===== src/smc_defines.vh =====
// constants for the serial mode control block
`ifndef SMC_DEFINES_VH
`define SMC_DEFINES_VH
`define SMC_ADDR_W        4
`define SMC_MODE_ADDR     4'h0
`define SMC_STAT_ADDR     4'h1
`define SMC_BAUD_ADDR     4'h2
`define SMC_MODE_RESET    16'h0000
`define SMC_BAUD_RESET    16'h0000
`define SMC_MODE_WMASK    16'hBBFF
`define SMC_BIT_ENABLE    15
`define SMC_BIT_IDLE_STOP 13
`define SMC_BIT_IRDEC     12
`define SMC_BIT_RQMODE    11
`define SMC_BIT_PEN_HI    9
`define SMC_BIT_PEN_LO    8
`define SMC_BIT_WAKE      7
`define SMC_BIT_LOOP      6
`define SMC_BIT_AUTORATE  5
`define SMC_BIT_RXINV     4
`define SMC_BIT_HSPEED    3
`define SMC_PEN_TXRX      2'h0
`define SMC_PEN_RTS       2'h1
`define SMC_PEN_ALL       2'h2
`define SMC_CLK_STD       5'h10
`define SMC_CLK_HS        5'h04
`define SMC_IR_PULSE      5'h03
`endif


===== src/smc_rate_gen.v =====
// baud tick generator and per-bit clock divider
`timescale 1ns/100ps
module smc_rate_gen (
  input  wire        mclk_i,
  input  wire        sys_rst_i,
  input  wire        ce_i,
  input  wire [15:0] divisor_i,
  input  wire        high_speed_i,
  output reg         baud_tick_o,
  output reg         bit_tick_o,
  output reg  [4:0]  phase_o
);
`include "smc_defines.vh"
  reg  [15:0] div_cnt;
  wire [4:0]  per_bit = high_speed_i ? `SMC_CLK_HS : `SMC_CLK_STD;
  always @(posedge mclk_i) begin
    if (sys_rst_i) begin
      div_cnt     <= 16'h0000;
      baud_tick_o <= 1'b0;
      bit_tick_o  <= 1'b0;
      phase_o     <= 5'h00;
    end else if (ce_i) begin
      baud_tick_o <= 1'b0;
      bit_tick_o  <= 1'b0;
      if (div_cnt >= divisor_i) begin
        div_cnt     <= 16'h0000;
        baud_tick_o <= 1'b1;
        // 16 ticks per bit standard, 4 in high speed
        if (phase_o + 5'h01 >= per_bit) begin
          phase_o    <= 5'h00;
          bit_tick_o <= 1'b1;
        end else begin
          phase_o <= phase_o + 5'h01;
        end
      end else begin
        div_cnt <= div_cnt + 16'h0001;
      end
    end
  end
endmodule // smc_rate_gen


===== src/smc_mode_ctrl.v =====
// serial mode control register, pin ownership, infrared codec, loopback, wake
//
// Chosen here: the strobed register port and the register addresses.
`timescale 1ns/100ps
//Contract
// - one bit enables infrared pulse encoder on transmit and decoder on receive
// - infrared coding works only in sixteen-clocks-per-bit mode
// - sixteen baud clocks per bit normally, four with high speed set
// - bit 11 selects simplex or flow-control behaviour of request pin
// - pin field 01 takes tx rx rts; 10 also takes cts
// - pin field 00 takes only tx and rx; others stay port-latch
// - wake bit samples receive pin in sleep, pulses event on falling edge
// - wake bit clears itself on next rising edge after wake
module smc_mode_ctrl (
  input  wire        mclk_i,
  input  wire        sys_rst_i,
  input  wire        ce_i,
  input  wire [3:0]  addr_i,
  input  wire [15:0] wdata_i,
  input  wire        wr_i,
  input  wire        rd_i,
  output reg  [15:0] rdata_o,
  input  wire        sleep_i,
  input  wire        tx_data_i,
  input  wire        rts_req_i,
  input  wire        tx_busy_i,
  input  wire        serial_in_pin_i,
  input  wire        flow_grant_in_pin_i,
  input  wire        port_rts_i,
  output reg         serial_out_pin_o,
  output reg         serial_out_pin_oe_o,
  output reg         flow_request_out_pin_o,
  output reg         flow_request_out_pin_oe_o,
  output reg         flow_grant_owned_o,
  output reg         rx_data_o,
  output reg         cts_o,
  output reg         wake_event_o,
  output reg         baud_tick_o,
  output reg         bit_tick_o
);
`include "smc_defines.vh"
  reg  [15:0] serial_mode_control;
  reg  [15:0] baud_divisor;
  reg         rx_meta;
  reg         rx_sync;
  reg         rx_prev;
  reg         cts_meta;
  reg         cts_sync;
  reg         woke;
  reg  [4:0]  ir_cnt;
  reg         ir_tx_prev;
  reg         ir_rx_hold;
  reg  [15:0] next_mode;
  reg  [15:0] next_rdata;
  wire        gen_baud;
  wire        gen_bit;

  wire enable     = serial_mode_control[`SMC_BIT_ENABLE];
  wire ir_on      = serial_mode_control[`SMC_BIT_IRDEC] &
                    ~serial_mode_control[`SMC_BIT_HSPEED];
  wire [1:0] pen  = serial_mode_control[`SMC_BIT_PEN_HI:`SMC_BIT_PEN_LO];
  wire loop_on    = serial_mode_control[`SMC_BIT_LOOP];
  wire rx_level   = rx_sync ^ serial_mode_control[`SMC_BIT_RXINV];
  wire fall_edge  = rx_prev & ~rx_level;
  wire rise_edge  = ~rx_prev & rx_level;
  wire own_rts    = enable & ((pen == `SMC_PEN_RTS) | (pen == `SMC_PEN_ALL));
  wire own_cts    = enable & (pen == `SMC_PEN_ALL);
  // simplex: rts marks transmitter busy; flow control: rts asks peer to send
  wire rts_level  = serial_mode_control[`SMC_BIT_RQMODE] ? ~tx_busy_i : ~rts_req_i;
  // infrared: a zero bit becomes a short high pulse at bit start
  wire ir_tx      = (~tx_data_i) & (ir_cnt < `SMC_IR_PULSE);
  wire tx_line    = ir_on ? ir_tx : tx_data_i;
  wire rx_raw     = loop_on ? tx_data_i : rx_level;
  wire rx_line    = ir_on ? ~ir_rx_hold : rx_raw;

  smc_rate_gen u_rate (
    .mclk_i       (mclk_i),
    .sys_rst_i    (sys_rst_i),
    .ce_i         (ce_i),
    .divisor_i    (baud_divisor),
    .high_speed_i (serial_mode_control[`SMC_BIT_HSPEED]),
    .baud_tick_o  (gen_baud),
    .bit_tick_o   (gen_bit),
    .phase_o      ()
  );

  always @* begin
    next_mode = serial_mode_control;
    if (wr_i && addr_i == `SMC_MODE_ADDR)
      next_mode = wdata_i & `SMC_MODE_WMASK;
    // hardware clear after wake; takes priority over a write in the same cycle
    if (woke && rise_edge)
      next_mode[`SMC_BIT_WAKE] = 1'b0;
  end

  // read data fall back to zero so a stale word is never seen
  always @* begin
    next_rdata = 16'h0000;
    if (rd_i) begin
      case (addr_i)
        `SMC_MODE_ADDR: next_rdata = serial_mode_control;
        `SMC_BAUD_ADDR: next_rdata = baud_divisor;
        `SMC_STAT_ADDR: next_rdata = {11'h000, woke, own_cts, own_rts, ir_on, rx_level};
        default:        next_rdata = 16'h0000;
      endcase
    end
  end

  // both pins are asynchronous: two flops before any logic reads them
  always @(posedge mclk_i) begin
    if (sys_rst_i) begin
      rx_meta  <= 1'b1;
      rx_sync  <= 1'b1;
      cts_meta <= 1'b1;
      cts_sync <= 1'b1;
    end else if (ce_i) begin
      rx_meta  <= serial_in_pin_i;
      rx_sync  <= rx_meta;
      cts_meta <= flow_grant_in_pin_i;
      cts_sync <= cts_meta;
    end
  end

  // edge history starts at the idle level so reset brings no false start bit
  always @(posedge mclk_i) begin
    if (sys_rst_i)
      rx_prev <= 1'b1;
    else if (ce_i)
      rx_prev <= rx_level;
  end

  // a write lands in the cycle after its strobe
  always @(posedge mclk_i) begin
    if (sys_rst_i) begin
      serial_mode_control <= `SMC_MODE_RESET;
    end else if (ce_i) begin
      serial_mode_control <= next_mode;
    end
  end

  always @(posedge mclk_i) begin
    if (sys_rst_i)
      rdata_o <= 16'h0000;
    else if (ce_i)
      rdata_o <= next_rdata;
  end

  // a divisor of zero gives one baud tick per system clock
  always @(posedge mclk_i) begin
    if (sys_rst_i)
      baud_divisor <= `SMC_BAUD_RESET;
    else if (ce_i && wr_i && addr_i == `SMC_BAUD_ADDR)
      baud_divisor <= wdata_i;
  end

  // wake: falling edge during sleep raises one event and arms the auto-clear
  always @(posedge mclk_i) begin
    if (sys_rst_i) begin
      woke         <= 1'b0;
      wake_event_o <= 1'b0;
    end else if (ce_i) begin
      wake_event_o <= 1'b0;
      if (serial_mode_control[`SMC_BIT_WAKE] && sleep_i && fall_edge && !woke) begin
        wake_event_o <= 1'b1;
        woke         <= 1'b1;
      end else if (woke && rise_edge) begin
        woke <= 1'b0;
      end
    end
  end

  // infrared pulse timing restarts at each transmit bit edge
  always @(posedge mclk_i) begin
    if (sys_rst_i) begin
      ir_cnt     <= 5'h00;
      ir_tx_prev <= 1'b1;
    end else if (ce_i) begin
      ir_tx_prev <= tx_data_i;
      if (gen_bit || ir_tx_prev != tx_data_i)
        ir_cnt <= 5'h00;
      else if (gen_baud && ir_cnt != 5'h1F)
        ir_cnt <= ir_cnt + 5'h01;
    end
  end

  // decoder stretches a received pulse across one bit time
  always @(posedge mclk_i) begin
    if (sys_rst_i)
      ir_rx_hold <= 1'b0;
    else if (ce_i && ir_on && rx_raw)
      ir_rx_hold <= 1'b1;
    else if (ce_i && gen_bit)
      ir_rx_hold <= 1'b0;
  end

  // transmit and receive lines
  always @(posedge mclk_i) begin
    if (sys_rst_i) begin
      serial_out_pin_o    <= 1'b1;
      serial_out_pin_oe_o <= 1'b0;
      rx_data_o           <= 1'b1;
    end else if (ce_i) begin
      serial_out_pin_o    <= tx_line;
      serial_out_pin_oe_o <= enable;
      rx_data_o           <= rx_line;
    end
  end

  // flow-control pins fall back to the port latch when not owned
  always @(posedge mclk_i) begin
    if (sys_rst_i) begin
      flow_request_out_pin_o    <= 1'b1;
      flow_request_out_pin_oe_o <= 1'b0;
      flow_grant_owned_o        <= 1'b0;
      cts_o                     <= 1'b0;
    end else if (ce_i) begin
      flow_request_out_pin_o    <= own_rts ? rts_level : port_rts_i;
      flow_request_out_pin_oe_o <= own_rts;
      flow_grant_owned_o        <= own_cts;
      cts_o                     <= own_cts ? ~cts_sync : 1'b1;
    end
  end

  // tick strobes re-timed so every output comes straight from a flop
  always @(posedge mclk_i) begin
    if (sys_rst_i) begin
      baud_tick_o <= 1'b0;
      bit_tick_o  <= 1'b0;
    end else if (ce_i) begin
      baud_tick_o <= gen_baud;
      bit_tick_o  <= gen_bit;
    end
  end
endmodule // smc_mode_ctrl


===== config.mk =====
export PLATFORM = sky130hd
export DESIGN_NAME = smc_mode_ctrl
export DESIGN_NICKNAME = d
export VERILOG_FILES = /design/src/smc_rate_gen.v /design/src/smc_mode_ctrl.v
export VERILOG_INCLUDE_DIRS = /design/src
export SDC_FILE = /design/constraint.sdc
export NUM_CORES = 1
export LEC_CHECK = 0
export ABC_AREA = 1
export BUFFER_PORTS_ARGS = -buffer_cell sky130_fd_sc_hd__buf_2
export CAP_MARGIN = 0
export CELL_PAD_IN_SITES_DETAIL_PLACEMENT = 0
export CELL_PAD_IN_SITES_GLOBAL_PLACEMENT = 1
export CORE_MARGIN = 2
export CORE_UTILIZATION = 42
export DETAILED_ROUTE_END_ITERATION = 7
export HOLD_SLACK_MARGIN = 0.02
export PLACE_DENSITY = 0.82
export SYNTH_ARGS = -nofsm -noshare
export SYNTH_HDL_FRONTEND = slang
export SYNTH_SLANG_ARGS = --single-unit

===== constraint.sdc =====
create_clock -name mclk_i -period 2.2 [get_ports mclk_i]
set_clock_uncertainty 0.2 [all_clocks]
set_input_delay 0 -clock mclk_i [delete_from_list [all_inputs] [get_ports mclk_i]]
set_output_delay 0 -clock mclk_i [all_outputs]
set_load 0.05 [all_outputs]

* Yosys cells after proc, flatten, opt, wreduce, memory -nomap -nowiden *
Index checks and enable logic that the tools add are counted.

storage, ports and cells
  flip-flop bits (word level) = 92
  bits in latches = 0
  RAM bits = 0
  memory bits (read-only) = 0
  output and inout port bits = 26
  memories = 0

cells by class
  add/sub/neg operators = 3
  $mul = 0
  divide/modulo/power cells = 0
  order comparisons = 3
  eq/ne operators = 6
  shift operators = 0
  muxes and demuxes = 23
  bitwise operators = 16
  reductions and logical operators = 23

operators by type and width
  cell                   number
  $pmux 16 s3            1
  $mux 16                2
  $mux 5                 4
  $add 16x1->16 const B  1
  $ge 16x16->1           1
  $mux 1                 15
  $logic_and 1x1->1      11
  $add 5x1->5 const B    2
  $reduce_and 2->1       5
  $mux 8                 1
  $not 1->1              8
  $reduce_bool 2->1      4
  $and 1x1->1            6
  $ge 5x5->1             1
  $lt 5x2->1 const B     1
  $ne 5x5->1 const B     1
  $eq 4x1->1 const B     1
  $eq 4x2->1 const B     1
  $logic_not 4->1        1
  $eq 2x1->1 const B     1
  $eq 2x2->1 const B     1
  $logic_not 1->1        1
  $logic_or 1x1->1       1
  $ne 1x1->1             1
  other kinds (2)        2

* Longest topological paths before layout *
  depth in word-level cells = 7
  gate-level depth with buffers = 15
  gate-level depth less buffers = 14

* Hierarchy *
A second synthesis with hierarchy kept.

unflattened totals
  cells, all modules = 624
  area, all modules = 4588.2 sq um

by module, submodules not included
  module         times used  cells each  area each (sq um)
  smc_mode_ctrl  1           397         2936.6
  smc_rate_gen   1           227         1651.6

* Worst setup path after synthesis *
Ideal clock, no wire load.

  kind = register -> register
  start point = register u_rate.phase_o[0]
  end point = register u_rate.phase_o[2]
  library setup time = 0.064 ns
  arrival = 1.722 ns
  required time = 1.936 ns
  path slack = 0.214 ns
  stages on the path, launching flop included = 12
  path buffers = 0
  cell sequence = dfxtp_1 -> ha_1 -> or2_2 -> nand2_1 -> ha_1 -> a21boi_0 -> nand3_1 -> nand2_1 -> nand4_1 -> nand3_1 -> nand2_1 -> nor2_1

on the way
  longest elaborated chain between the ends = 3

RTL lines
  item                    line                                  source
  from (decl)             smc_rate_gen.v:11                     output reg [4:0] phase_o
  from (signal assigned)  smc_rate_gen.v:33                     phase_o <= phase_o + 5'h01;
  $add 5x1->5 (*)         smc_rate_gen.v:29, smc_rate_gen.v:33
  $ge 5x5->1              smc_rate_gen.v:29                     if (phase_o + 5'h01 >= per_bit) begin
  $mux 5 (*)              smc_rate_gen.v:29

Every way passes the cells marked *; elsewhere a longest branch is shown, timed or not.
A chain may end at the register's enable or synchronous reset.

==> results.md <==
* Mapped Cells at 569
* Starting DRT DRC Count at 149
* Fmax at 467 MHz
* Yosys top cell by area: dfxtp_1
* Largest fanout on the critical path at 20
* RSZ-0062 raised after global routing: true
* Asr flop ratio synth at 0%
* Worst Hold End: baud_divisor[9]
* Final Util at 53.3%
* Nets at 721
* Most common cell on crit path: dlygate4sd3_1
* Final setup vio count at 0
* Core ar. at 10200 um^2
* M3 GR Usage at 3.56%
* Mean Syn Cell Area at 7.72 um^2
* Crit-path slowest cell: dlygate4sd3_1
* Power per cell area at 597 nW/um^2
* Routability Congestion at 0.801
* Grt met1 use at 27.2%
* IO Port Bufs at 57
* Kind of end point of the critical path: register
* Inserted Diodes at 0
* Clk buf depth at 2
* Final worst path period need at 2.14 ns
* Static Leak at 2.19 nW
* Crit path DAT at 2.20 ns
* Mapped Area at 4390 um^2
* Fin cells at 806
* Initial core utilization at 42.9%
* CTS root buffer: clkbuf_8
* Final clock period utilization by the worst path at 97.3%
* Flop2flop setup slack at 0.12 ns
* Syn nets at 625
* Ratio of cells with drive above 1 in the final layout at 19.4%
* GR Overflow Total at 0
* Die ar. at 11300 um^2
* Area delta synth->final at 24.3%
* Post-Route WL at 11100 um
* Worst vdd ir at 345 uV
* Global routing usage on met2 at 34.2%
* Worst path bufs/invs at 5
* Hold path start: wdata_i[9]
* Dominant delay contributor by cell family on the critical path: buffers and inverters
* Flops & latches, synth at 92
* DP HPWL at 7780 um
* Multi-input logic area at 2210 um^2
* Fill cells at 1009
* Worst Tran Pin Value at 0.444 ns
* # DRC at 0
* Die H at 106 um
* Pwr Total at 3.26 mW
* Top_reg_cell synth: dfxtp_1
* Synth top area share at 41.9%
* Ranking of synthesized cells by area: dfxtp_1 (42%), a21oi_1 (9.3%), nand2_1 (9.3%), ha_1 (6.8%), inv_1 (4.7%)
* Maximum Capacitance Violations at 0
* Routed wire length per instance at 13.8 um
* Die X at 106 um
* Detailed Routing Iterations Pass 1 at 4
* Max Transition Viols Final at 0
* Clk slew on worst S/H paths at 0.11 ns
* Via/cell ratio at 5.01
* Total negative slack at 0 ns
* Reg area at 1850 um^2
* H-tree Lvls at 3
* Clk sinks at 92
* Unique cell type count in the Yosys netlist at 38
* CTS tree: yes
* First-pass GRT wire length at 18600 um
* Vias in the first global route at 3970
* TritonCTS buffer count at 9
* Placed cells at 749
* Commonest cells in the synthesized netlist: nand2_1 (109), dfxtp_1 (92), a21oi_1 (82)
* R2R Path End: u_rate.phase_o[4]
* Largest net degree at the start of global routing at 41
* Layer carrying the most global-route usage: met2
* Ports at 58
* Placed inst area at 4810 um^2
* Final hold vios at 0
* Count leader, synth: nand2_1
* Critical path type: in2reg
* Status: finished clean
* GRT Total Usage at 20.4%
* DR vias at 4040
* Worst skew pair latency at 0.37 ns
* Antenna Nets Post-Route at 0
* Yosys warns at 0
* R2r startpoint: u_rate.phase_o[0]
* CP Cell Sequence: dlygate4sd3_1 -> buf_2 -> buf_12 -> a21oi_1 -> dlygate4sd3_1 -> o21ai_0 -> dlygate4sd3_1
* Post-synth EDFFs at 0
* Slew headroom at 70.3%
* Final instance area at 5460 um^2
* Sequential share of the synthesized area at 41.9%
* Hold WC Path Type: in2reg
* Hold depth at 4
* Reg2reg path depth at 11
* Initial antenna violation count at 0
* Max incr delay on CP at 0.56 ns
* CP Launch Type: input pin
* Worst EP required at 2.26 ns
* Row Count at 37
-- stage by stage --
stage                     setup WS (ns)  hold slack, ns
final                            0.0597           0.242
after global routing            -0.0335           0.251
after CTS                        0.0372           0.223
after detailed placement       -0.00135          0.0191
after global placement            0.122          0.0183
after floorplan                   0.214         -0.0737
-- logic make-up (layout without fill, tap and decap cells) --
kind of cell               count (synthesis)  in the layout  synth area share (%)
AOI/OAI and AO/OA                        146            146                  18.3
xor gates and xnor gates                  11             11                  2.19
adders and majority gates                 24             24                  6.84
buffers and inverters                     84            185                  8.21
DFF                                       92             92                  41.9
and+or+nand+nor                          212            212                  22.5
-- how the worst max path moves through the flow --
stage                       from                end  slack, ns  cells past startpoint
6_report                    ce_i         ir_tx_prev       0.06                      7
5_1_grt        u_rate.phase_o[0]  u_rate.phase_o[4]      -0.03                     11
4_1_cts        u_rate.phase_o[0]  u_rate.phase_o[4]       0.04                     11
3_5_place_dp   u_rate.phase_o[0]  u_rate.phase_o[4]     -0.001                     11
3_3_place_gp   u_rate.phase_o[0]  u_rate.phase_o[2]       0.12                     11
2_1_floorplan  u_rate.phase_o[0]  u_rate.phase_o[2]       0.21                     11
-- report_power, final --
part	total (mW)	internal (mW)	switching, mW
logic	0.401	0.167	0.234
registers	1.73	1.70	0.0300
clock network	1.12	0.443	0.679
-- cell usage in the layout, fill, tap and decap left out, drive strengths merged --
master       netlist  routed
a21boi             1       1
ha                24      24
xor2               8       8
xnor2              3       3
buf               17      70
clkbuf             8      10
o21ai             41      41
or2                2       2
o221ai             5       5
a21oi             83      83
a211oi             2       2
a2111oi            1       1
nand3b             3       3
o221a              1       1
o311ai             1       1
nand2            116     116
clkinv             0       2
o22ai             10      10
inv               59      63
nand4              8       8
nor3               6       6
dfxtp             92      92
nor2              41      41
nand3             34      34
dlygate4sd3        0      39
clkinvlp           0       1
o31ai              1       1
nor3b              2       2
-- metal layers --
layer | vias to the layer above | share of wire (%)
met5 | - | 0
met4 | 0 | 1.1
met3 | 11 | 3.0
met2 | 79 | 49
met1 | 1853 | 47
li1 | 2097 | -
-- worst reg2reg max path: stages (launching register included) --
cell      delay, ns
dfxtp_4        0.37
ha_2           0.18
or2_2          0.28
nand2_1        0.07
ha_1           0.23
a21boi_2       0.14
nand3_1        0.10
nand2_2        0.15
nand3_1        0.10
nand3_1        0.10
nand2_1        0.05
nor2_1         0.07
-- registers in the layout (all words and copies together), names as in the netlist, 5 cells and up --
signal,cells
rdata_o,16
ir_cnt,5
baud_divisor,16
serial_mode_control,14
u_rate.div_cnt,16
u_rate.phase_o,5
-- layout make-up --
class / count / area share [%]
multi-input cells: 393 / 40.5
flip-flops and latches: 92 / 33.9
repair buffers: 110 / 14.9
inverters: 59 / 4.10
well taps: 136 / 3.12
clock buffers: 9 / 2.27
clock inverters: 7 / 1.24
-- repair_timing --
| item | 4_1_cts | 5_1_grt |
|---|---|---|
| pin swaps | 0 | 6 |
| resized for setup | 1 | 13 |
| gates cloned | 0 | 1 |
| setup buffers | 0 | 1 |
| hold buffers | 39 | 0 |
| hold endpoints to repair | 78 | 0 |
| endpoints found under the setup margin | 1 | 13 |
Power figures use the tool's default switching activity.
